File: src/rtl/hfb_pkg.sv
// shared constants and types for the host fifo with receive packet admission
package hfb_pkg;

  // buffer geometry
  localparam int          DEPTH          = 64;
  localparam int          LEVEL_W        = 7;

  // apb register byte addresses
  localparam logic [7:0]  OFF_DATA       = 8'h00;
  localparam logic [7:0]  OFF_LEVEL      = 8'h04;
  localparam logic [7:0]  OFF_THRESH     = 8'h08;
  localparam logic [7:0]  OFF_STATUS     = 8'h0c;
  localparam logic [7:0]  OFF_ERROR      = 8'h10;
  localparam logic [7:0]  OFF_IRQ_EN     = 8'h14;
  localparam logic [7:0]  OFF_IRQ_FLAG   = 8'h18;
  localparam logic [7:0]  OFF_RX_MODE    = 8'h1c;
  localparam logic [7:0]  OFF_LEN_LOW    = 8'h20;
  localparam logic [7:0]  OFF_LEN_HIGH   = 8'h24;

  // field positions
  localparam int          FLUSH_BIT      = 7;
  localparam int          RXM_ENABLE_BIT = 0;
  localparam int          RXM_CONT_BIT   = 1;
  localparam int          ST_LO_BIT      = 0;
  localparam int          ST_HI_BIT      = 1;
  localparam int          ST_RX_BIT      = 2;
  localparam int          IRQ_LO_BIT     = 0;
  localparam int          IRQ_HI_BIT     = 1;
  localparam int          IRQ_ERR_BIT    = 2;
  localparam int          ERR_OVFL_BIT   = 0;

  // reset values
  localparam logic [5:0]  THRESH_RST     = 6'h08;
  localparam logic [5:0]  LEN_MIN_RST    = 6'h00;
  localparam logic [5:0]  LEN_MAX_RST    = 6'h00;
  localparam logic [2:0]  IRQ_EN_RST     = 3'h0;

  // receive byte stream from the contactless receiver
  typedef struct packed {
    logic       valid;
    logic [7:0] data;
    logic       last;
    logic [6:0] err;
  } hfb_rx_type;

  // buffer access from the internal command state machine
  typedef struct packed {
    logic       wr;
    logic       rd;
    logic [7:0] wdata;
  } hfb_cmd_type;

  typedef enum logic [1:0] {
    RX_LEN,
    RX_BODY,
    RX_DROP
  } hfb_rx_state_type;

endpackage : hfb_pkg

File: src/rtl/hfb_fifo.sv
// host fifo: 64 byte shared buffer, apb registers, receive packet admission
//
// Functional notes
// [RQ1] one 64-byte buffer shared by both directions
// [RQ2] host data write stores byte, advances write pointer
// [RQ3] host data read returns byte, advances read pointer
// [RQ4] seven-bit level shows stored byte count
// [RQ5] internal command logic reads/writes same buffer
// [RQ6] host avoids buffer access during running commands
// [RQ7] flush resets pointers, level and overflow
// [RQ8] overflow cleared only by flush
// [RQ9] excess received data lost, overflow set
// [RQ10] almost full when free space <= threshold
// [RQ11] almost empty when count <= threshold
// [RQ12] almost-empty rise raises enabled interrupt
// [RQ13] almost-full rise raises enabled interrupt
// [RQ14] continuous receive accepts packets back to back; code needs one idle cycle between packets, else the next length byte is lost
// [RQ15] continuous receive appends one status byte
// [RQ16] first packet byte is length, stored first
// [RQ17] reject length below minimum times four
// [RQ18] accept length below maximum times four; zero=256
// [RQ19] rejected packet not stored, reception stays active
// [RQ20] any new error bit raises error interrupt flag
// [RQ21] host write when full dropped, overflow set
// [RQ22] host read when empty changes nothing
`timescale 1ns/1ps
`default_nettype none

module hfb_fifo #(
  parameter int DEPTH = hfb_pkg::DEPTH
) (
  input  wire logic                MCLK_I,
  input  wire logic                RESET_N_I,
  input  wire logic                PSEL_I,
  input  wire logic                PENABLE_I,
  input  wire logic                PWRITE_I,
  input  wire logic [7:0]          PADDR_I,
  input  wire logic [31:0]         PWDATA_I,
  output var  logic [31:0]         PRDATA_O,
  output var  logic                PREADY_O,
  output var  logic                PSLVERR_O,
  input  wire hfb_pkg::hfb_rx_type RX_I,
  input  wire hfb_pkg::hfb_cmd_type CMD_I,
  output var  logic [7:0]          CMD_RDATA_O,
  output var  logic                CMD_RVALID_O,
  output var  logic                RX_ACTIVE_O,
  output var  logic                IRQ_O
);

  localparam int PW = $clog2(DEPTH);
  // count is one bit wider than the pointers so full and empty differ
  localparam int CW = PW + 1;
  localparam logic [CW-1:0] FULL_COUNT = CW'(DEPTH);

  // buffer storage and pointers
  logic [7:0]    mem [DEPTH];
  logic [PW-1:0] wr_ptr, next_wr_ptr;
  logic [PW-1:0] rd_ptr, next_rd_ptr;
  logic [CW-1:0] count, next_count;

  // software visible state
  logic          overflow, next_overflow;
  logic [6:0]    rx_err, next_rx_err;
  logic [5:0]    thresh, next_thresh;
  logic [2:0]    irq_en, next_irq_en;
  logic [2:0]    irq_flag, next_irq_flag;
  logic          rx_enable, next_rx_enable;
  logic          rx_cont, next_rx_cont;
  logic [5:0]    len_min, next_len_min;
  logic [5:0]    len_max, next_len_max;
  logic          almost_full, next_almost_full;
  logic          almost_empty, next_almost_empty;

  // receiver admission state
  hfb_pkg::hfb_rx_state_type rx_state, next_rx_state;
  logic          status_pend, next_status_pend;
  logic [7:0]    status_byte, next_status_byte;

  // bus and command answers
  logic [31:0]   prdata, next_prdata;
  logic          pready, next_pready;
  logic          pslverr, next_pslverr;
  logic [7:0]    cmd_rdata, next_cmd_rdata;
  logic          cmd_rvalid, next_cmd_rvalid;
  logic          irq_out, next_irq_out;

  // combinational helpers
  logic          host_acc, host_go, host_wr, host_rd;
  logic          sel_data, sel_level, mapped;
  logic          rx_wr;
  logic [7:0]    rx_byte;
  logic          len_ok;
  logic          wr_req, wr_eff, wr_lost, rd_eff, flush;
  logic [7:0]    wr_byte;
  logic [1:0]    n_int_wr;

  // apb decode; an access phase is served once, then pready answers
  always_comb begin
    host_acc  = PSEL_I && PENABLE_I && !pready;
    sel_data  = (PADDR_I == hfb_pkg::OFF_DATA);
    sel_level = (PADDR_I == hfb_pkg::OFF_LEVEL);
    mapped    = sel_data || sel_level
             || (PADDR_I == hfb_pkg::OFF_THRESH)   || (PADDR_I == hfb_pkg::OFF_STATUS)
             || (PADDR_I == hfb_pkg::OFF_ERROR)    || (PADDR_I == hfb_pkg::OFF_IRQ_EN)
             || (PADDR_I == hfb_pkg::OFF_IRQ_FLAG) || (PADDR_I == hfb_pkg::OFF_RX_MODE)
             || (PADDR_I == hfb_pkg::OFF_LEN_LOW)  || (PADDR_I == hfb_pkg::OFF_LEN_HIGH);
  end

  // length window: min*4 <= len < max*4, max of zero means 256
  // checked on the length byte itself, so a rejected packet never takes space
  always_comb begin
    len_ok = (RX_I.data >= {len_min, 2'b00})                          // RQ17
          && ((len_max == 6'h00) || (RX_I.data < {len_max, 2'b00}));  // RQ18
  end

  // receive admission: length byte decides whether the packet enters
  // a byte arriving while the status byte is written is lost as an overflow
  always_comb begin
    next_rx_state    = rx_state;
    next_status_pend = 1'b0;
    next_status_byte = status_byte;
    rx_wr            = 1'b0;
    rx_byte          = RX_I.data;
    case (rx_state)
      hfb_pkg::RX_LEN: begin
        if (RX_I.valid && rx_enable) begin
          if (len_ok) begin
            rx_wr = 1'b1;                                          // RQ16
            if (!RX_I.last) begin
              next_rx_state = hfb_pkg::RX_BODY;
            end
          end else if (!RX_I.last) begin
            next_rx_state = hfb_pkg::RX_DROP;                      // RQ19
          end
        end
      end
      hfb_pkg::RX_BODY: begin
        if (RX_I.valid) begin
          rx_wr = 1'b1;
          if (RX_I.last) begin
            next_rx_state = hfb_pkg::RX_LEN;
          end
        end
      end
      hfb_pkg::RX_DROP: begin
        // discarded bytes never touch the buffer; receiver stays armed
        if (RX_I.valid && RX_I.last) begin
          next_rx_state = hfb_pkg::RX_LEN;                         // RQ19
        end
      end
      default: begin
        next_rx_state = hfb_pkg::RX_LEN;
      end
    endcase
    // end of a stored packet in continuous mode queues the status byte
    if (rx_wr && RX_I.last) begin
      if (rx_cont) begin
        next_status_pend = 1'b1;                                   // RQ15
        next_status_byte = {1'b0, RX_I.err};
      end
    end
  end

  // buffer arbitration: status byte, receiver, command, then host
  // internal writers are not expected to collide; if two strobe in one
  // cycle only the highest-priority byte is kept and the loss counts as
  // an overflow, so software still sees that data went missing
  always_comb begin
    n_int_wr = {1'b0, status_pend} + {1'b0, rx_wr} + {1'b0, CMD_I.wr};
    // the host waits rather than collide with internal traffic
    host_go  = host_acc
            && !(PWRITE_I && sel_data && (n_int_wr != 2'd0))
            && !(!PWRITE_I && sel_data && CMD_I.rd);               // RQ6
    host_wr  = host_go && PWRITE_I && sel_data;
    host_rd  = host_go && !PWRITE_I && sel_data;
    flush    = host_go && PWRITE_I && sel_level && PWDATA_I[hfb_pkg::FLUSH_BIT];
    wr_req   = (n_int_wr != 2'd0) || host_wr;
    if (status_pend) begin
      wr_byte = status_byte;
    end else if (rx_wr) begin
      wr_byte = rx_byte;
    end else if (CMD_I.wr) begin
      wr_byte = CMD_I.wdata;                                       // RQ5
    end else begin
      wr_byte = PWDATA_I[7:0];                                     // RQ2
    end
    // a full buffer or two internal writes at once lose data
    wr_lost  = (wr_req && (count == FULL_COUNT)) || (n_int_wr > 2'd1);   // RQ9 RQ21
    wr_eff   = wr_req && (count != FULL_COUNT) && !flush;
    rd_eff   = (CMD_I.rd || host_rd) && (count != '0) && !flush;  // RQ22
  end

  // pointers, level and overflow
  // a write and a read in one cycle leave the level where it was
  always_comb begin
    next_wr_ptr   = wr_ptr + PW'(wr_eff);                          // RQ2
    next_rd_ptr   = rd_ptr + PW'(rd_eff);                          // RQ3
    next_count    = count + CW'(wr_eff) - CW'(rd_eff);             // RQ4
    next_overflow = overflow;
    if (flush) begin
      next_wr_ptr   = '0;                                          // RQ7
      next_rd_ptr   = '0;
      next_count    = '0;
      next_overflow = 1'b0;
    end
    // a loss in the flush cycle still leaves the flag set
    if (wr_lost) begin
      next_overflow = 1'b1;                                        // RQ8 RQ9 RQ21
    end
  end

  // watermark alerts follow the next level
  // using the next level keeps alerts and interrupts in step with the count
  always_comb begin
    next_almost_full  = ((FULL_COUNT - next_count) <= CW'(thresh));  // RQ10
    next_almost_empty = (next_count <= CW'(thresh));               // RQ11
  end

  // configuration writes, interrupt flags and the receiver enable
  always_comb begin
    next_thresh    = thresh;
    next_irq_en    = irq_en;
    next_irq_flag  = irq_flag;
    next_rx_enable = rx_enable;
    next_rx_cont   = rx_cont;
    next_len_min   = len_min;
    next_len_max   = len_max;
    next_rx_err    = rx_err;
    // single packet mode: reception ends after one stored packet
    if (rx_wr && RX_I.last && !rx_cont) begin
      next_rx_enable = 1'b0;
    end
    if (host_go && PWRITE_I) begin
      case (PADDR_I)
        hfb_pkg::OFF_THRESH:   next_thresh  = PWDATA_I[5:0];
        hfb_pkg::OFF_IRQ_EN:   next_irq_en  = PWDATA_I[2:0];
        hfb_pkg::OFF_IRQ_FLAG: next_irq_flag = irq_flag & ~PWDATA_I[2:0];
        hfb_pkg::OFF_ERROR:    next_rx_err  = rx_err & ~PWDATA_I[7:1];
        hfb_pkg::OFF_RX_MODE: begin
          next_rx_enable = PWDATA_I[hfb_pkg::RXM_ENABLE_BIT];      // RQ14
          next_rx_cont   = PWDATA_I[hfb_pkg::RXM_CONT_BIT];
        end
        hfb_pkg::OFF_LEN_LOW:  next_len_min = PWDATA_I[5:0];
        hfb_pkg::OFF_LEN_HIGH: next_len_max = PWDATA_I[5:0];
        default: begin
        end
      endcase
    end
    // packet error bits latch after the clear, so a same-cycle error survives
    if (rx_wr && RX_I.last) begin
      next_rx_err = next_rx_err | RX_I.err;
    end
    // hardware sets come after the clear so a same-cycle event survives
    if (irq_en[hfb_pkg::IRQ_LO_BIT] && next_almost_empty && !almost_empty) begin
      next_irq_flag[hfb_pkg::IRQ_LO_BIT] = 1'b1;                   // RQ12
    end
    if (irq_en[hfb_pkg::IRQ_HI_BIT] && next_almost_full && !almost_full) begin
      next_irq_flag[hfb_pkg::IRQ_HI_BIT] = 1'b1;                   // RQ13
    end
    if (({next_rx_err, next_overflow} & ~{rx_err, overflow}) != 8'h00) begin
      next_irq_flag[hfb_pkg::IRQ_ERR_BIT] = 1'b1;                  // RQ20
    end
  end

  // bus answers and internal read data
  // pready is held off for one cycle after each answer, so no access is served twice
  always_comb begin
    next_pready     = host_go;
    next_pslverr    = host_go && !mapped;
    next_prdata     = prdata;
    next_cmd_rvalid = CMD_I.rd && rd_eff;
    next_cmd_rdata  = (CMD_I.rd && rd_eff) ? mem[rd_ptr] : cmd_rdata;   // RQ5
    next_irq_out    = ((next_irq_flag & next_irq_en) != 3'h0);
    if (host_go && !PWRITE_I) begin
      case (PADDR_I)
        hfb_pkg::OFF_DATA:     next_prdata = {24'h0, (count != '0) ? mem[rd_ptr] : 8'h00};  // RQ3
        hfb_pkg::OFF_LEVEL:    next_prdata = {25'h0, LEVEL_PAD(count)};   // RQ4
        hfb_pkg::OFF_THRESH:   next_prdata = {26'h0, thresh};
        hfb_pkg::OFF_STATUS:   next_prdata = {29'h0, rx_enable, almost_full, almost_empty};
        hfb_pkg::OFF_ERROR:    next_prdata = {24'h0, rx_err, overflow};
        hfb_pkg::OFF_IRQ_EN:   next_prdata = {29'h0, irq_en};
        hfb_pkg::OFF_IRQ_FLAG: next_prdata = {29'h0, irq_flag};
        hfb_pkg::OFF_RX_MODE:  next_prdata = {30'h0, rx_cont, rx_enable};
        hfb_pkg::OFF_LEN_LOW:  next_prdata = {26'h0, len_min};
        hfb_pkg::OFF_LEN_HIGH: next_prdata = {26'h0, len_max};
        default:               next_prdata = 32'h0;
      endcase
    end
  end

  // level field is seven bits whatever the depth parameter
  function automatic logic [6:0] LEVEL_PAD(input logic [CW-1:0] c);
    LEVEL_PAD = 7'(c);
  endfunction : LEVEL_PAD

  // buffer storage has no reset; flushed entries are simply unreachable
  // no bypass is needed: a read never targets the slot being written, since
  // equal pointers mean empty (no read) or full (no write)
  always_ff @(posedge MCLK_I) begin
    if (wr_eff) begin
      mem[wr_ptr] <= wr_byte;                                      // RQ1
    end
  end

  // state registers
  // synchronous reset only; the array stays out of it so it can map to ram
  always_ff @(posedge MCLK_I) begin
    if (!RESET_N_I) begin
      wr_ptr       <= '0;
      rd_ptr       <= '0;
      count        <= '0;
      overflow     <= 1'b0;
      rx_err       <= 7'h00;
      thresh       <= hfb_pkg::THRESH_RST;
      irq_en       <= hfb_pkg::IRQ_EN_RST;
      irq_flag     <= 3'h0;
      rx_enable    <= 1'b0;
      rx_cont      <= 1'b0;
      len_min      <= hfb_pkg::LEN_MIN_RST;
      len_max      <= hfb_pkg::LEN_MAX_RST;
      almost_full  <= 1'b0;
      almost_empty <= 1'b1;
      rx_state     <= hfb_pkg::RX_LEN;
      status_pend  <= 1'b0;
      status_byte  <= 8'h00;
      prdata       <= 32'h0;
      pready       <= 1'b0;
      pslverr      <= 1'b0;
      cmd_rdata    <= 8'h00;
      cmd_rvalid   <= 1'b0;
      irq_out      <= 1'b0;
    end else begin
      wr_ptr       <= next_wr_ptr;
      rd_ptr       <= next_rd_ptr;
      count        <= next_count;
      overflow     <= next_overflow;
      rx_err       <= next_rx_err;
      thresh       <= next_thresh;
      irq_en       <= next_irq_en;
      irq_flag     <= next_irq_flag;
      rx_enable    <= next_rx_enable;
      rx_cont      <= next_rx_cont;
      len_min      <= next_len_min;
      len_max      <= next_len_max;
      almost_full  <= next_almost_full;
      almost_empty <= next_almost_empty;
      rx_state     <= next_rx_state;
      status_pend  <= next_status_pend;
      status_byte  <= next_status_byte;
      prdata       <= next_prdata;
      pready       <= next_pready;
      pslverr      <= next_pslverr;
      cmd_rdata    <= next_cmd_rdata;
      cmd_rvalid   <= next_cmd_rvalid;
      irq_out      <= next_irq_out;
    end
  end

  // every output straight from a flip-flop
  // rx_active mirrors the enable bit, so it also drops when software stops
  always_comb begin
    PRDATA_O     = prdata;
    PREADY_O     = pready;
    PSLVERR_O    = pslverr;
    CMD_RDATA_O  = cmd_rdata;
    CMD_RVALID_O = cmd_rvalid;
    RX_ACTIVE_O  = rx_enable;
    IRQ_O        = irq_out;
  end

endmodule : hfb_fifo

`default_nettype wire

File: config.mk
export PLATFORM = sky130hd
export DESIGN_NAME = hfb_fifo
export DESIGN_NICKNAME = d
export VERILOG_FILES = /design/src/rtl/hfb_pkg.sv /design/src/rtl/hfb_fifo.sv
export SDC_FILE = /design/constraint.sdc
export NUM_CORES = 1
export LEC_CHECK = 0
export ABC_AREA = 1
export BUFFER_PORTS_ARGS = -buffer_cell sky130_fd_sc_hd__buf_2
export CAP_MARGIN = 30
export CORE_MARGIN = 2
export CORE_UTILIZATION = 50
export CTS_CLUSTER_SIZE = 24
export DETAILED_ROUTE_END_ITERATION = 6
export PLACE_DENSITY_LB_ADDON = 0.25
export SETUP_SLACK_MARGIN = 0.2
export SLEW_MARGIN = 5
export SYNTH_ARGS = -nofsm -noshare
export SYNTH_HDL_FRONTEND = slang
export SYNTH_SLANG_ARGS = --single-unit
File: constraint.sdc
create_clock -name MCLK_I -period 6.1 [get_ports MCLK_I]
set_input_delay 0.305 -clock MCLK_I [delete_from_list [all_inputs] [get_ports MCLK_I]]
set_output_delay 0.305 -clock MCLK_I [all_outputs]
set_load 0.03 [all_outputs]
**Word level (Yosys, flattened, before mapping)**

Memory sizes are Yosys's and may differ from the RTL's. A register that Yosys moved wholly into a read port is not among the register bits.
Cells that the tools add are included.

- Flip-flop bits (word level): 109
- RAM bits: 512
- Input port bits: 72
- Word-level logic and storage cells: 167
- Memories: 1

Memories:

| memory | depth | width | rd ports | clocked after Yosys merged registers in | wr ports | RTL line | source |
|---|---|---|---|---|---|---|---|
| mem | 64 | 8 | 1 | 1 | 1 | hfb_fifo.sv:56 | `logic [7:0] mem [DEPTH];` |

- Add/sub/neg operators: 7
- $lt $le $gt $ge: 5
- Eq/ne operators: 18
- Muxes and demuxes: 37
- Bitwise logic cells: 9
- Reductions and logical operators: 67

Operators by type and width:

| cell | number |
|---|---|
| $pmux W8 S10 | 1 |
| $eq A8 B5 Y1 const B | 4 |
| $mux W8 | 4 |
| $logic_and A1 B1 Y1 | 30 |
| $mux W7 | 4 |
| $eq A8 B4 Y1 const B | 2 |
| $eq A8 B6 Y1 const B | 2 |
| $le A7 B6 Y1 | 2 |
| $mux W1 | 14 |
| $mux W2 | 7 |
| $logic_or A1 B1 Y1 | 13 |
| $add A6 B1 Y6 | 2 |
| $mux W3 | 4 |
| $reduce_and A2 Y1 | 6 |
| $ne A2 B2 Y1 const B | 5 |
| $logic_not A1 Y1 | 9 |
| $and A8 B8 Y8 | 1 |
| $eq A8 B3 Y1 const B | 1 |
| $ge A8 B8 Y1 | 1 |
| $logic_not A8 Y1 | 1 |
| $lt A8 B8 Y1 | 1 |
| $not A8 Y8 | 1 |
| $reduce_bool A8 Y1 | 1 |
| $add A7 B1 Y7 | 1 |
| other kinds (25) | 26 |

**Logic depth before layout (Yosys ltp)**

Gate-level depths: netlist (run 1).

- Depth in word-level cells: 28
- Depth in mapped cells: 45
- Gate-level depth less buffers: 44

**Worst setup path before layout (run 1)**

No wires, ideal clock.

- Path kind: reg2reg
- Start: register len_max[5]
- End: register irq_out, in the netlist IRQ_O
- Setup time: 0.062 ns
- Arrival: 5.947 ns
- Path slack: 0.092 ns
- Stages on the path, launching flop included: 43
- Path buffers: 1
- Path through: dfxtp_1 -> inv_1 -> ha_1 -> a21oi_1 -> o21a_1 -> nand2_1 -> nand2_1 -> nand3_1 -> nand2_1 -> buf_1 -> fa_1 -> nor2_1 -> o21ai_0 -> nand2_1 -> nand2_1 -> nor2_2 -> inv_1 -> o21ai_0 -> [... 7 more ...] -> fa_1 -> nor2_1 -> inv_1 -> ha_1 -> xor2_1 -> inv_1 -> ha_1 -> a21oi_1 -> nand2_1 -> a21oi_1 -> nor2_1 -> nor2_1 -> nor2_1 -> o22ai_1 -> nand4_1 -> nand2_1 -> nand2_1 -> nand3_1

- Word-level cells in the longest chain between the ends: 28

RTL lines:

| item | RTL line | source |
|---|---|---|
| start: declaration | hfb_fifo.sv:70 | `logic [5:0] len_max, next_len_max;` |
| start signal: assignment | hfb_fifo.sv:320 | `len_max <= hfb_pkg::LEN_MAX_RST;` |
| start signal: assignment | hfb_fifo.sv:344 | `len_max <= next_len_max;` |
| $lt A8 B8 Y1 / $logic_not A6 Y1 (equally long branches) | hfb_fifo.sv:113 | `&& ((len_max == 6'h00) \|\| (RX_I.data < {len_max, 2'b00}));` |
| $logic_or A1 B1 Y1 (*) | hfb_fifo.sv:113 |  |
| $logic_and A1 B1 Y1 (*) | hfb_fifo.sv:113 |  |
| $mux W1 (*) | hfb_fifo.sv:127 | `if (len_ok) begin` |
| $mux W1 (*) | hfb_fifo.sv:126 | `if (RX_I.valid && rx_enable) begin` |
| $pmux W1 S2 (*) | hfb_fifo.sv:124 | `case (rx_state)` |
| $add A1 B1 Y2 (*) | hfb_fifo.sv:169 | `n_int_wr = {1'b0, status_pend} + {1'b0, rx_wr} + {1'b0, CMD_I.wr};` |
| $add A2 B1 Y2 (*) | hfb_fifo.sv:169 |  |
| [... 12 more ...] | -- |  |
| $mux W7 (*) | hfb_fifo.sv:200 | `if (flush) begin` |
| net next_count[1] | hfb_fifo.sv:59 | `logic [CW-1:0] count, next_count;` |
| $sub A7 B7 Y7 | hfb_fifo.sv:215 | `next_almost_full = ((FULL_COUNT - next_count) <= CW'(thresh));` |
| $le A7 B6 Y1 | hfb_fifo.sv:215 |  |
| $logic_and A1 B1 Y1 (2 in series) | hfb_fifo.sv:257 | `if (irq_en[hfb_pkg::IRQ_HI_BIT] && next_almost_full && !almost_full) begin` |
| $mux W1 | hfb_fifo.sv:257 |  |
| $and A3 B3 Y3 (*) | hfb_fifo.sv:273 | `next_irq_out = ((next_irq_flag & next_irq_en) != 3'h0);` |
| $reduce_bool A3 Y1 (*) | hfb_fifo.sv:273 |  |
| end signal: assignment | hfb_fifo.sv:355 | `irq_out <= next_irq_out;` |
| end: declaration | hfb_fifo.sv:85 | `logic irq_out, next_irq_out;` |

Mark *: on every way through the listed nets, which the timed path passes. The rest lies on a longest branch.
A chain may end at the register's enable or synchronous reset.

**Worst setup path after layout (run 1)**

- Start: register len_min[4]
- End: register irq_out, in the netlist IRQ_O

- Word-level cells in the longest chain between the ends: 27

RTL lines:

| item | RTL line | source |
|---|---|---|
| start: declaration | hfb_fifo.sv:69 | `logic [5:0] len_min, next_len_min;` |
| start signal: assignment | hfb_fifo.sv:319 | `len_min <= hfb_pkg::LEN_MIN_RST;` |
| start signal: assignment | hfb_fifo.sv:343 | `len_min <= next_len_min;` |
| $ge A8 B8 Y1 (*) | hfb_fifo.sv:112 | `len_ok = (RX_I.data >= {len_min, 2'b00})` |
| $logic_and A1 B1 Y1 (*) | hfb_fifo.sv:113 |  |
| $mux W1 (*) | hfb_fifo.sv:127 |  |
| $mux W1 (*) | hfb_fifo.sv:126 |  |
| $pmux W1 S2 (*) | hfb_fifo.sv:124 |  |
| $add A1 B1 Y2 (*) | hfb_fifo.sv:169 |  |
| $add A2 B1 Y2 (*) | hfb_fifo.sv:169 |  |
| $reduce_bool A2 Y1 (*) | hfb_fifo.sv:172, hfb_fifo.sv:177 |  |
| [... 11 more ...] | -- |  |
| $mux W7 (*) | hfb_fifo.sv:200 |  |
| net next_count[1] | hfb_fifo.sv:59 |  |
| $sub A7 B7 Y7 | hfb_fifo.sv:215 |  |
| $le A7 B6 Y1 | hfb_fifo.sv:215 |  |
| $logic_and A1 B1 Y1 (2 in series) | hfb_fifo.sv:257 |  |
| $mux W1 | hfb_fifo.sv:257 |  |
| $and A3 B3 Y3 (*) | hfb_fifo.sv:273 |  |
| $reduce_bool A3 Y1 (*) | hfb_fifo.sv:273 |  |

Marked as above.

==> summary.txt, run 1 <==
Number of I/O port buffers - 68
Via count - 18200
Switching power - 3.535 mW
Crit start category - flip-flop
Global Route met1 Usage - 36.16%
Area grow syn2layout - 14.67%
Post-DRT Antenna Nets - 0
Avg Cell Area, Syn - 10.91 um^2
Die W - 229.3 um
Unique masters post-synth - 38
Final Hold Fails - 0
GRT met2 Usage - 39.97%
Footprint of the multi-input gates - 7692 um^2
Pleak - 10.10 nW
Antenna cells - 0
Total grt overflow - 0
Clock sink count - 597
Final WL - 67800 um
Netlist Area Pre-Place - 25380 um^2
Storage cell area - 17090 um^2
Status - complete, no violations
Worst skew pair latency - 620 ps
Final HPWL DP - 41440 um
Worst Skew - 19.70 ps
Synth warnings - 0
Combinational power share - 25.4%
Tot GR Track Use - 25.26%
Pwr dens - 386.2 nW/um^2
Switching share of power - 31.45%
CP most frequent cell - inv_2
RePlAce Congestion - 0.9538
Worst slew margin - 32.61%
# DRC - 0
Top post-synthesis cells by area - edfxtp_1, dfxtp_1, nor2_1, o21ai_0, nand2_1
Post-synth top area share - 60.57%
Post-route setup slack - 472.6 ps
Place WS - -34.50 ps
Root buffer cell - clkbuf_16
GR Util met3 - 3.561%
Critical Path RT - 6650 ps
Post-layout min period - 5627 ps
Setup violators final - 0
Worst-margin pin slew - 1011 ps
Arrival time of the worst setup path - 6180 ps
Clock Power Share - 33.2%
Initial antenna violation count - 0
Internal - 7.704 mW
Sequential share of power - 41.4%
Buf+Inv Stages, Crit Path - 8
Ports - 117
Longest Clk Path Bufs - 3
Initial core utilization - 50.59%
RSZ-0062 raised after global routing - yes
Worst-path clk slew - 60 ps
Non-Filler Instances - 3131
CP max-delay cell - fa_1
CTS tree - yes
CTS buffer count - 58
Critical path class - reg2reg
Row cnt - 82
Fill cells - 4072
Max Cap Viol - 0
Global-route wire length before repair - 102100 um
Initial drt markers - 1887
Crit end category - flip-flop
Pin count of the biggest net entering global routing - 223
CP max FO - 3
Hold Path Class - in2reg
Worst vdd ir - 0.2730 mV
H-tree lvl count - 2
Placed insts - 3000
Worst path max stage delay - 470 ps
Top cell type by total area after synthesis - edfxtp_1
Seq cells post-synth - 597
Vias per cell - 5.812
Total power - 11.24 mW
Full die area - 52580 um^2
Fin. max-slew vios - 0
Vias in the first global route - 17280
Routed wire per std cell - 21.66 um
GRT busiest layer - met2
Seq/Total Area, Yosys - 67.28%
TritonRoute pass-1 iters - 6
Core area - 50170 um^2
Critical path's top delay family - adder cells
Die H - 229.3 um
Share of cells above drive strength 1 - 12.65%
Max Fclk - 177.7 MHz
Final period utilization - 92.25%
Nets@finish - 2521
Syn Inst Count - 2327
## kinds of logic (layout without fill, tap and decap cells)
logic type	Yosys count	in the layout	synth area share (%)
buf+inv	269	378	4.348
other cells	1	24	0.01477
mux	1	1	0.03944
compound gates	543	543	12.00
simple gates	866	866	13.98
fa+ha+maj	38	38	1.932
xor+xnor	12	12	0.4141
flops	597	597	67.28
## worst min-delay path, delay by kind of cell
family	cells	cell delay, ps
AO/OA/AOI/OAI	2	190
buffers and inverters	1	110
## stage by stage
stage | util, % | setup TNS (ps) | cell area, um^2 | hold WS [ps]
2_1_floorplan | - | 0 | 25470 | 408.1
3_3_place_gp | 52.90 | 0 | 26540 | 455.5
3_5_place_dp | 52.99 | -34.50 | 26590 | 460.8
4_1_cts | 57.14 | 0 | 28670 | 3.961
5_1_grt | 58.01 | 0 | 29100 | 40.76
6_report | 58.01 | 0 | 29100 | 27.71
## cells in the final DEF, fill, tap and decap left out, drive strengths merged, types with 2 or more instances in the layout
cell type    instances
edfxtp             512
nor2               427
o21ai              305
nand2              268
buf                138
inv                126
nand3              117
dfxtp               85
clkbuf              82
a21oi               74
o22ai               69
o211ai              59
nand4               39
ha                  36
conb                24
clkinv              15
o221ai              10
dlygate4sd3          9
a31oi                8
xor2                 7
o31ai                7
bufinv               7
or2                  6
nor3                 6
xnor2                5
a211oi               4
o21a                 2
nor4                 2
fa                   2
## path summary, 6_finish.rpt
check                 to         from  depth (start not counted)  slack, ps
min reg2reg  PRDATA_O[2]  PRDATA_O[2]                          2        470
max                IRQ_O   len_min[4]                         41        470
min           len_min[5]  PWDATA_I[5]                          3         30
max reg2reg        IRQ_O   len_min[4]                         41        470
## synthesized netlist by cell type, drive strengths merged
library cell / n
edfxtp: 512
nor2: 427
o21ai: 305
nand2: 268
inv: 122
nand3: 117
clkbuf: 108
dfxtp: 85
a21oi: 74
o22ai: 69
o211ai: 59
nand4: 39
buf: 38
ha: 36
o221ai: 10
a31oi: 8
o31ai: 7
xor2: 7
nor3: 6
or2: 6
xnor2: 5
a211oi: 4
fa: 2
nor4: 2
o21a: 2
a21boi: 1
a21o: 1
a22oi: 1
clkinv: 1
conb: 1
mux2i: 1
nor3b: 1
o21bai: 1
o32ai: 1
## layout make-up
cell class	instances	area share, %
inverters	123	1.621
flip-flops and latches	597	58.73
clock buffers	82	5.718
well taps	672	2.889
clock inverters	26	1.083
repair buffers	147	3.525
multi-input cells	1484	26.43
## routing by layer
| layer | vias to the layer above | wire length [um] | part of all wire (%) |
|---|---|---|---|
| li1 | 8418 | - | - |
| met1 | 8873 | 29070 | 43 |
| met2 | 789 | 31350 | 46 |
| met3 | 117 | 5348 | 7.9 |
| met4 | 0 | 2026 | 3.0 |
| met5 | - | 0 | 0 |
## registers in the layout, indices dropped and copies added (netlist names), 2 cells and up
register	cells
mem	512
CMD_RDATA_O	8
PRDATA_O	8
count	7
rx_err	7
status_byte	7
len_max	6
len_min	6
rd_ptr	6
thresh	6
wr_ptr	6
irq_en	3
irq_flag	3
rx_state	2
## timing repair
item                       in CTS  in global routing
setup buffers                   0                 12
hold endpoints to repair       16                  0
gates resized for setup         4                 73
setup endpoints to repair       3                  5
hold buffers                    9                  0
pin swaps                       0                 37
## power groups by stage
stage | clock [mW] | combinational, mW | sequential, mW
5_1_grt | 3.91 | 3.20 | 4.66
3_3_place_gp | 0 | 2.52 | 4.73
2_1_floorplan | 0 | 1.83 | 4.70
3_5_place_dp | 0 | 2.56 | 4.74
6_report | 3.73 | 2.86 | 4.65
4_1_cts | 3.76 | 2.60 | 4.65
Note: power is estimated with default switching activity, not from simulation.
==> run 2, diff against run 1 <==
--- a/config.mk
+++ b/config.mk
@@ -5,11 +5,11 @@
 export SDC_FILE = /design/constraint.sdc
 export NUM_CORES = 1
 export LEC_CHECK = 0
-export ABC_AREA = 1
 export BUFFER_PORTS_ARGS = -buffer_cell sky130_fd_sc_hd__buf_2
 export CAP_MARGIN = 30
+export CORE_ASPECT_RATIO = 0.5
 export CORE_MARGIN = 2
-export CORE_UTILIZATION = 50
+export CORE_UTILIZATION = 41
 export CTS_CLUSTER_SIZE = 24
 export DETAILED_ROUTE_END_ITERATION = 6
 export PLACE_DENSITY_LB_ADDON = 0.25
==> summary.txt, run 2 <==
Number of I/O port buffers - 68 (unchanged)
Buf+Inv Stages, Crit Path - 2 (-6)
Final HPWL DP - 38950 um (-6.0%)
Hold Path Class - in2reg
Initial drt markers - 1363 (-28%)
Ys async rst share - 0% (unchanged)
Global-route wire length before repair - 89430 um (-12%)
Root buffer cell - clkbuf_16
Worst slew margin - 36.07% (+3.5 points)
Tot GR Track Use - 19.17% (-6.1 points)
Critical path's top delay family - simple AND/OR/NAND/NOR gates
CP startpoint - len_max[1]
Setup violators final - 0 (unchanged)
Mux share of post-synthesis cell area - 13.06% (+13 points)
Vias per cell - 5.573 (-4.1%)
Crit start category - flip-flop
Reg2reg start - len_max[1]
# DRC - 0 (unchanged)
Place WS - -110.4 ps (-75.86 ps)
Nets@finish - 1747 (-31%)
Longest Clk Path Bufs - 3 (unchanged)
Post-route setup slack - 239.7 ps (-232.9 ps)
TritonRoute pass-1 iters - 5 (-1)
Pwr dens - 387.8 nW/um^2 (+0.43%)
Full die area - 63200 um^2 (+20%)
Synth Area in Compound Gates - 6.175% (-5.8 points)
Syn Inst Count - 1531 (-34%)
Netlist Area Pre-Place - 25040 um^2 (-1.3%)
Reg with most FFs - mem
CTS tree - yes
Top post-synthesis cells by area - edfxtp_1, mux4_2, dfxtp_1, ha_1, nor2_1
Via count - 13910 (-24%)
CP max-delay cell - or4_4
Most common cell after layout, fill and taps aside - edfxtp_1
Die W - 353.5 um (+54%)
Final Hold Fails - 0 (unchanged)
Worst r2r path cells - 27 (-34%)
Ports - 117 (unchanged)
Worst-margin pin slew - 955.5 ps (-55.42 ps)
Non-Filler Instances - 2496 (-20%)
Fin area - 28580 um^2 (-1.8%)
Top cell type by total area after synthesis - edfxtp_1
Max reg flops - 512 (unchanged)
Routed wire per std cell - 24.48 um (+13%)
Seq/Total Area, Yosys - 68.19% (+0.91 points)
Min-delay src - RX_I[2]
Worst Skew - 26.98 ps (+7.274 ps)
Pleak - 9.245 nW (-8.5%)
Seq cells post-synth - 597 (unchanged)
Hold path depth - 3 (unchanged)
Status - complete, no violations
Synth Area in Adders - 1.958% (+0.026 points)
Commonest cells in the netlist - edfxtp_1, mux4_2, nor2_1, dfxtp_1, nand2_1
Placed cell area - 26380 um^2 (-0.79%)
Die H - 178.8 um (-22%)
TNS Setup - 0 ps (unchanged)
Share of cells above drive strength 1 - 24.76% (+12 points)
Primary FF master, synth - edfxtp_1
Avg Cell Area, Syn - 16.36 um^2 (+50%)
Initial core utilization - 41.86% (-8.7 points)
Vias in the first global route - 13740 (-20%)
Post-layout min period - 5860 ps (+232.9 ps)
CP max FO - 3 (unchanged)
Worst skew pair latency - 610 ps (about the same)
Most numerous cell in the Yosys netlist - edfxtp_1
H-tree lvl count - 2 (unchanged)
Final period utilization - 96.07% (+3.8 points)
Fin. max-slew vios - 0 (unchanged)
Reg2reg end - IRQ_O
Initial antenna violation count - 0 (unchanged)
Worst vdd ir - 0.2623 mV (-3.9%)
Post-synth top area share - 61.39% (+0.82 points)
RePlAce Congestion - 0.8369 (-12%)
Max Cap Viol - 0 (unchanged)
Clock sink count - 597 (unchanged)
Largest family of logic cells by synthesized area - multiplexers
Worst path max stage delay - 540 ps (+70 ps)
Final WL - 61100 um (-9.9%)
Worst-path clk slew - 70 ps (about the same)
Setup slack, reg-to-reg - 240 ps (-230 ps)
Placed insts - 2377 (-21%)
Core area - 59830 um^2 (+19%)
Max Fclk - 170.6 MHz (-4.0%)
Critical Path RT - 6570 ps (-80 ps)
Area grow syn2layout - 14.14%
Final Hold Slack - 43.07 ps (+15.36 ps)
Row cnt - 63 (-23%)
Post-synthesis xor/xnor area fraction - 0.5596% (+0.15 points)
Unique masters post-synth - 78 (+110%)
Synth Area in Simple Gates - 7.094% (-6.9 points)
RSZ-0062 raised after global routing - yes
Pin count of the biggest net entering global routing - 70 (-69%)
Post-DRT Antenna Nets - 0 (unchanged)
Most frequent cells in the layout - edfxtp_1, mux4_2, nor2_1
Synth warnings - 0 (unchanged)
Total grt overflow - 0 (unchanged)
CTS buffer count - 55 (-5.2%)
Antenna cells - 0 (unchanged)
Critical path class - reg2reg
EDFF count, synth - 512 (unchanged)
Arrival time of the worst setup path - 6330 ps (+150 ps)
Min-Delay Endpoint - rx_err[2]
Crit end category - flip-flop
## run 2: cell count changes in the layout (fill, tap and decap cells not counted), moves of 31 or more
cell      previous run  this run
nor2_1             418       107
a21oi_1             68        37
nand2_1            262        84
o211ai_1            59         2
nand3_1            115        33
o21ai_0            295        10
mux4_2               0       128
nand4_1             39         5
inv_1              104        36
a22oi_1              1        41
o22ai_1             67        16
## run 2: cells by family after synthesis
family	after synthesis
buffers and inverters	142
XOR/XNOR	16
AND/OR/NAND/NOR	354
other	1
multiplexers	166
adder cells (fa/ha/maj)	38
AO/OA/AOI/OAI	217
flip-flops	597
## run 2: per-stage QoR
stage          utilization, %  total power, mW
2_1_floorplan               -            6.531
3_3_place_gp            44.04            7.231
3_5_place_dp            44.09            7.259
4_1_cts                 47.30            10.82
5_1_grt                 47.78            11.54
6_report                47.78            11.09
## run 2: worst max path at each step
stage | end | slack, ps | cells after the start
CTS | IRQ_O | 210 | 27
floorplan | IRQ_O | 290 | 28
global route | IRQ_O | 30 | 28
finish | IRQ_O | 240 | 27
detailed placement | irq_flag[1] | -110 | 26
global placement | IRQ_O | 80 | 27
## run 2: metal layers
metal	track usage [%]	vias to the layer above	part of all wire, %
li1	-	6217	-
met1	26.48	7197	43
met2	32.12	429	49
met3	3.593	68	6.4
met4	3.617	0	1.5
met5	0	-	0
## run 2: timing repair
item	4_1_cts	5_1_grt
setup endpoints to repair	3	4
hold buffers	2	0
setup buffers	2	7
pin swaps	5	18
hold endpoints to repair	2	0
gates resized for setup	11	37
## run 2: where the power goes
group | leakage [nW] | internal [mW] | total (mW) | switching [mW]
clock | 0.904 | 2.00 | 3.54 | 1.54
sequential | 5.29 | 4.54 | 4.67 | 0.133
combinational | 3.05 | 1.37 | 2.88 | 1.51
total | 9.25 | 7.90 | 11.1 | 3.18
## run 2: worst min-delay path: stages
cell and delay, ps:
buf_2 120, a21oi_1 70, nor2b_1 90
## run 2: final cells by class
type,count,area (um^2)
Tap cell,812,1016
Timing Repair Buffer,128,840.8
Inverter,40,150.1
Sequential cell,597,17090
Fill cell,5051,31240
Clock buffer,72,1491
Clock inverter,32,360.3
Multi-Input combinational cell,815,7635
==> run 3, diff against run 2 <==
==> constraint.sdc (replaced) <==
create_clock -name MCLK_I -period 5.56 [get_ports MCLK_I]
set_input_delay 0.278 -clock MCLK_I [delete_from_list [all_inputs] [get_ports MCLK_I]]
set_output_delay 0.278 -clock MCLK_I [all_outputs]
set_load 0.03 [all_outputs]
==> summary.txt, run 3 (same netlist as run 2, synthesis figures left out) <==
Status - finished with violations
Area grow syn2layout - 15.30%
Max Fclk - 171.7 MHz (+0.64%)
Setup violators final - 4 (+4)
TritonRoute pass-1 iters - 5 (unchanged)
Pleak - 9.439 nW (+2.1%)
Ports - 117 (unchanged)
TNS Setup - -849.3 ps (-849.3 ps)
Placed insts - 2406 (+1.2%)
Hold Path Class - in2reg
Initial antenna violation count - 1 (+1)
CP max FO - 3 (unchanged)
Worst skew pair latency - 600 ps (about the same)
Total grt overflow - 0 (unchanged)
Critical path class - reg2reg
RePlAce Congestion - 0.8389 (+0.24%)
Crit start category - flip-flop
Crit end category - flip-flop
# DRC - 0 (unchanged)
Violated checks - negative setup slack
Routed wire per std cell - 23.63 um (-3.4%)
Arrival time of the worst setup path - 6300 ps (-30 ps)
RSZ-0062 raised after global routing - yes
Vias in the first global route - 14060 (+2.4%)
Most frequent cells in the layout - edfxtp_1, mux4_2, buf_4
Max Cap Viol - 0 (unchanged)
Worst-path clk slew - 70 ps (about the same)
Wl on met1 - 27010 um (+1.6%)
Initial core utilization - 41.86% (unchanged)
Fill cells - 5055 (+0.079%)
CTS tree - yes
Met3 wire len - 3983 um (+1.9%)
Most common cell after layout, fill and taps aside - edfxtp_1
Fin. max-slew vios - 0 (unchanged)
Die H - 178.8 um (unchanged)
Post-layout min period - 5823 ps (-37.49 ps)
Worst path max stage delay - 340 ps (-200 ps)
Top routing layer in use - met4
Die W - 353.5 um (unchanged)
Worst-margin pin slew - 1001 ps (+45.62 ps)
Final WL - 60310 um (-1.3%)
Vias per cell - 5.568 (about the same)
Final HPWL DP - 39290 um (+0.87%)
Max reg flops - 512 (unchanged)
Core area - 59830 um^2 (unchanged)
Number of I/O port buffers - 68 (unchanged)
Place WS - -293.8 ps (-183.4 ps)
Nets@finish - 1805 (+3.3%)
Row cnt - 63 (unchanged)
CP max-delay cell - dfxtp_2
Full die area - 63200 um^2 (unchanged)
Worst Skew - 20.64 ps (-6.338 ps)
Initial drt markers - 1278 (-6.2%)
Reg with most FFs - mem
Fin util - 48.27% (+0.49 points)
Post-route setup slack - -262.8 ps (-502.5 ps)
Antenna cells - 0 (unchanged)
Worst vdd ir - 0.2605 mV (-0.69%)
Tot GR Track Use - 19.19% (about the same)
Routed wl met2 - 28120 um (-5.4%)
Critical Path RT - 6040 ps (-530 ps)
Worst slew margin - 33.12% (-2.9 points)
Root buffer cell - clkbuf_16
Non-Filler Instances - 2552 (+2.2%)
Final Hold Fails - 0 (unchanged)
Longest Clk Path Bufs - 3 (unchanged)
Global-route wire length before repair - 90290 um (+0.97%)
CP most frequent cell - buf_4
Clock sink count - 597 (unchanged)
Pin count of the biggest net entering global routing - 70 (unchanged)
Share of cells above drive strength 1 - 27.01% (+2.2 points)
Pwr dens - 408.2 nW/um^2 (+5.3%)
Post-DRT Antenna Nets - 0 (unchanged)
H-tree lvl count - 2 (unchanged)
Final period utilization - 104.7% (+8.7 points)
CTS buffer count - 53 (-3.6%)
Via count - 14210 (+2.1%)
-- run 3: area by class of cell --
| cell class | count | area, um^2 | share of cell area [%] |
|---|---|---|---|
| clock inverter | 30 | 245.2 | 0.8493 |
| multi-input combinational | 815 | 7624 | 26.40 |
| tap | 812 | 1016 | 3.518 |
| clock buffer | 70 | 1460 | 5.057 |
| sequential | 597 | 17090 | 59.17 |
| timing repair buffer | 188 | 1294 | 4.480 |
| inverter | 40 | 150.1 | 0.5200 |
-- run 3: worst max-delay path, delay by kind of cell, from the launching register on --
family                   cells  cell delay, ps
buffers and inverters       34            4070
AND/OR/NAND/NOR              4             640
adder cells (fa/ha/maj)      1             280
AO/OA/AOI/OAI                3             390
flip-flops                   1             340
-- run 3: final timing paths --
check / depth (start not counted) / end / startpoint / slack [ps]
min reg2reg: 1 / rx_state[0] / rx_state[1] / 460
max: 42 / RX_ACTIVE_O / len_min[1] / -260
min: 3 / rx_err[3] / RX_I[3] / 10
max reg2reg: 42 / RX_ACTIVE_O / len_min[1] / -260
-- run 3: per-stage QoR --
step / hold slack, ps / total power, mW / area (um^2)
after floorplan: 422.4 / 7.216 / 25180
after global placement: 444.8 / 8.041 / 26620
after detailed placement: 458.7 / 8.053 / 26650
after CTS: 0.6781 / 11.74 / 28740
after global routing: 15.13 / 12.34 / 28880
final: 10.47 / 11.79 / 28880
-- run 3: what timing repair did --
| item | 4_1_cts | 5_1_grt |
|---|---|---|
| setup endpoints to repair | 4 | 8 |
| resized for setup | 14 | 19 |
| setup buffers | 35 | 2 |
| endpoints found under the hold margin | 12 | 0 |
| pin swaps | 13 | 15 |
| hold buffers | 8 | 0 |
-- run 3: layer usage --
layer / up-vias / track usage [%]
met2: 459 / 30.59
met3: 88 / 3.593
met1: 7331 / 27.47
met5: - / 0
li1: 6331 / -
met4: 0 / 4.504
-- run 3: where the power goes --
group	internal (mW)	total, mW	leakage, nW	switching (mW)
Sequential	4.97	5.14	5.29	0.160
Combinational	1.47	3.04	3.31	1.57
Clock	1.96	3.62	0.838	1.66
Total	8.40	11.8	9.44	3.39
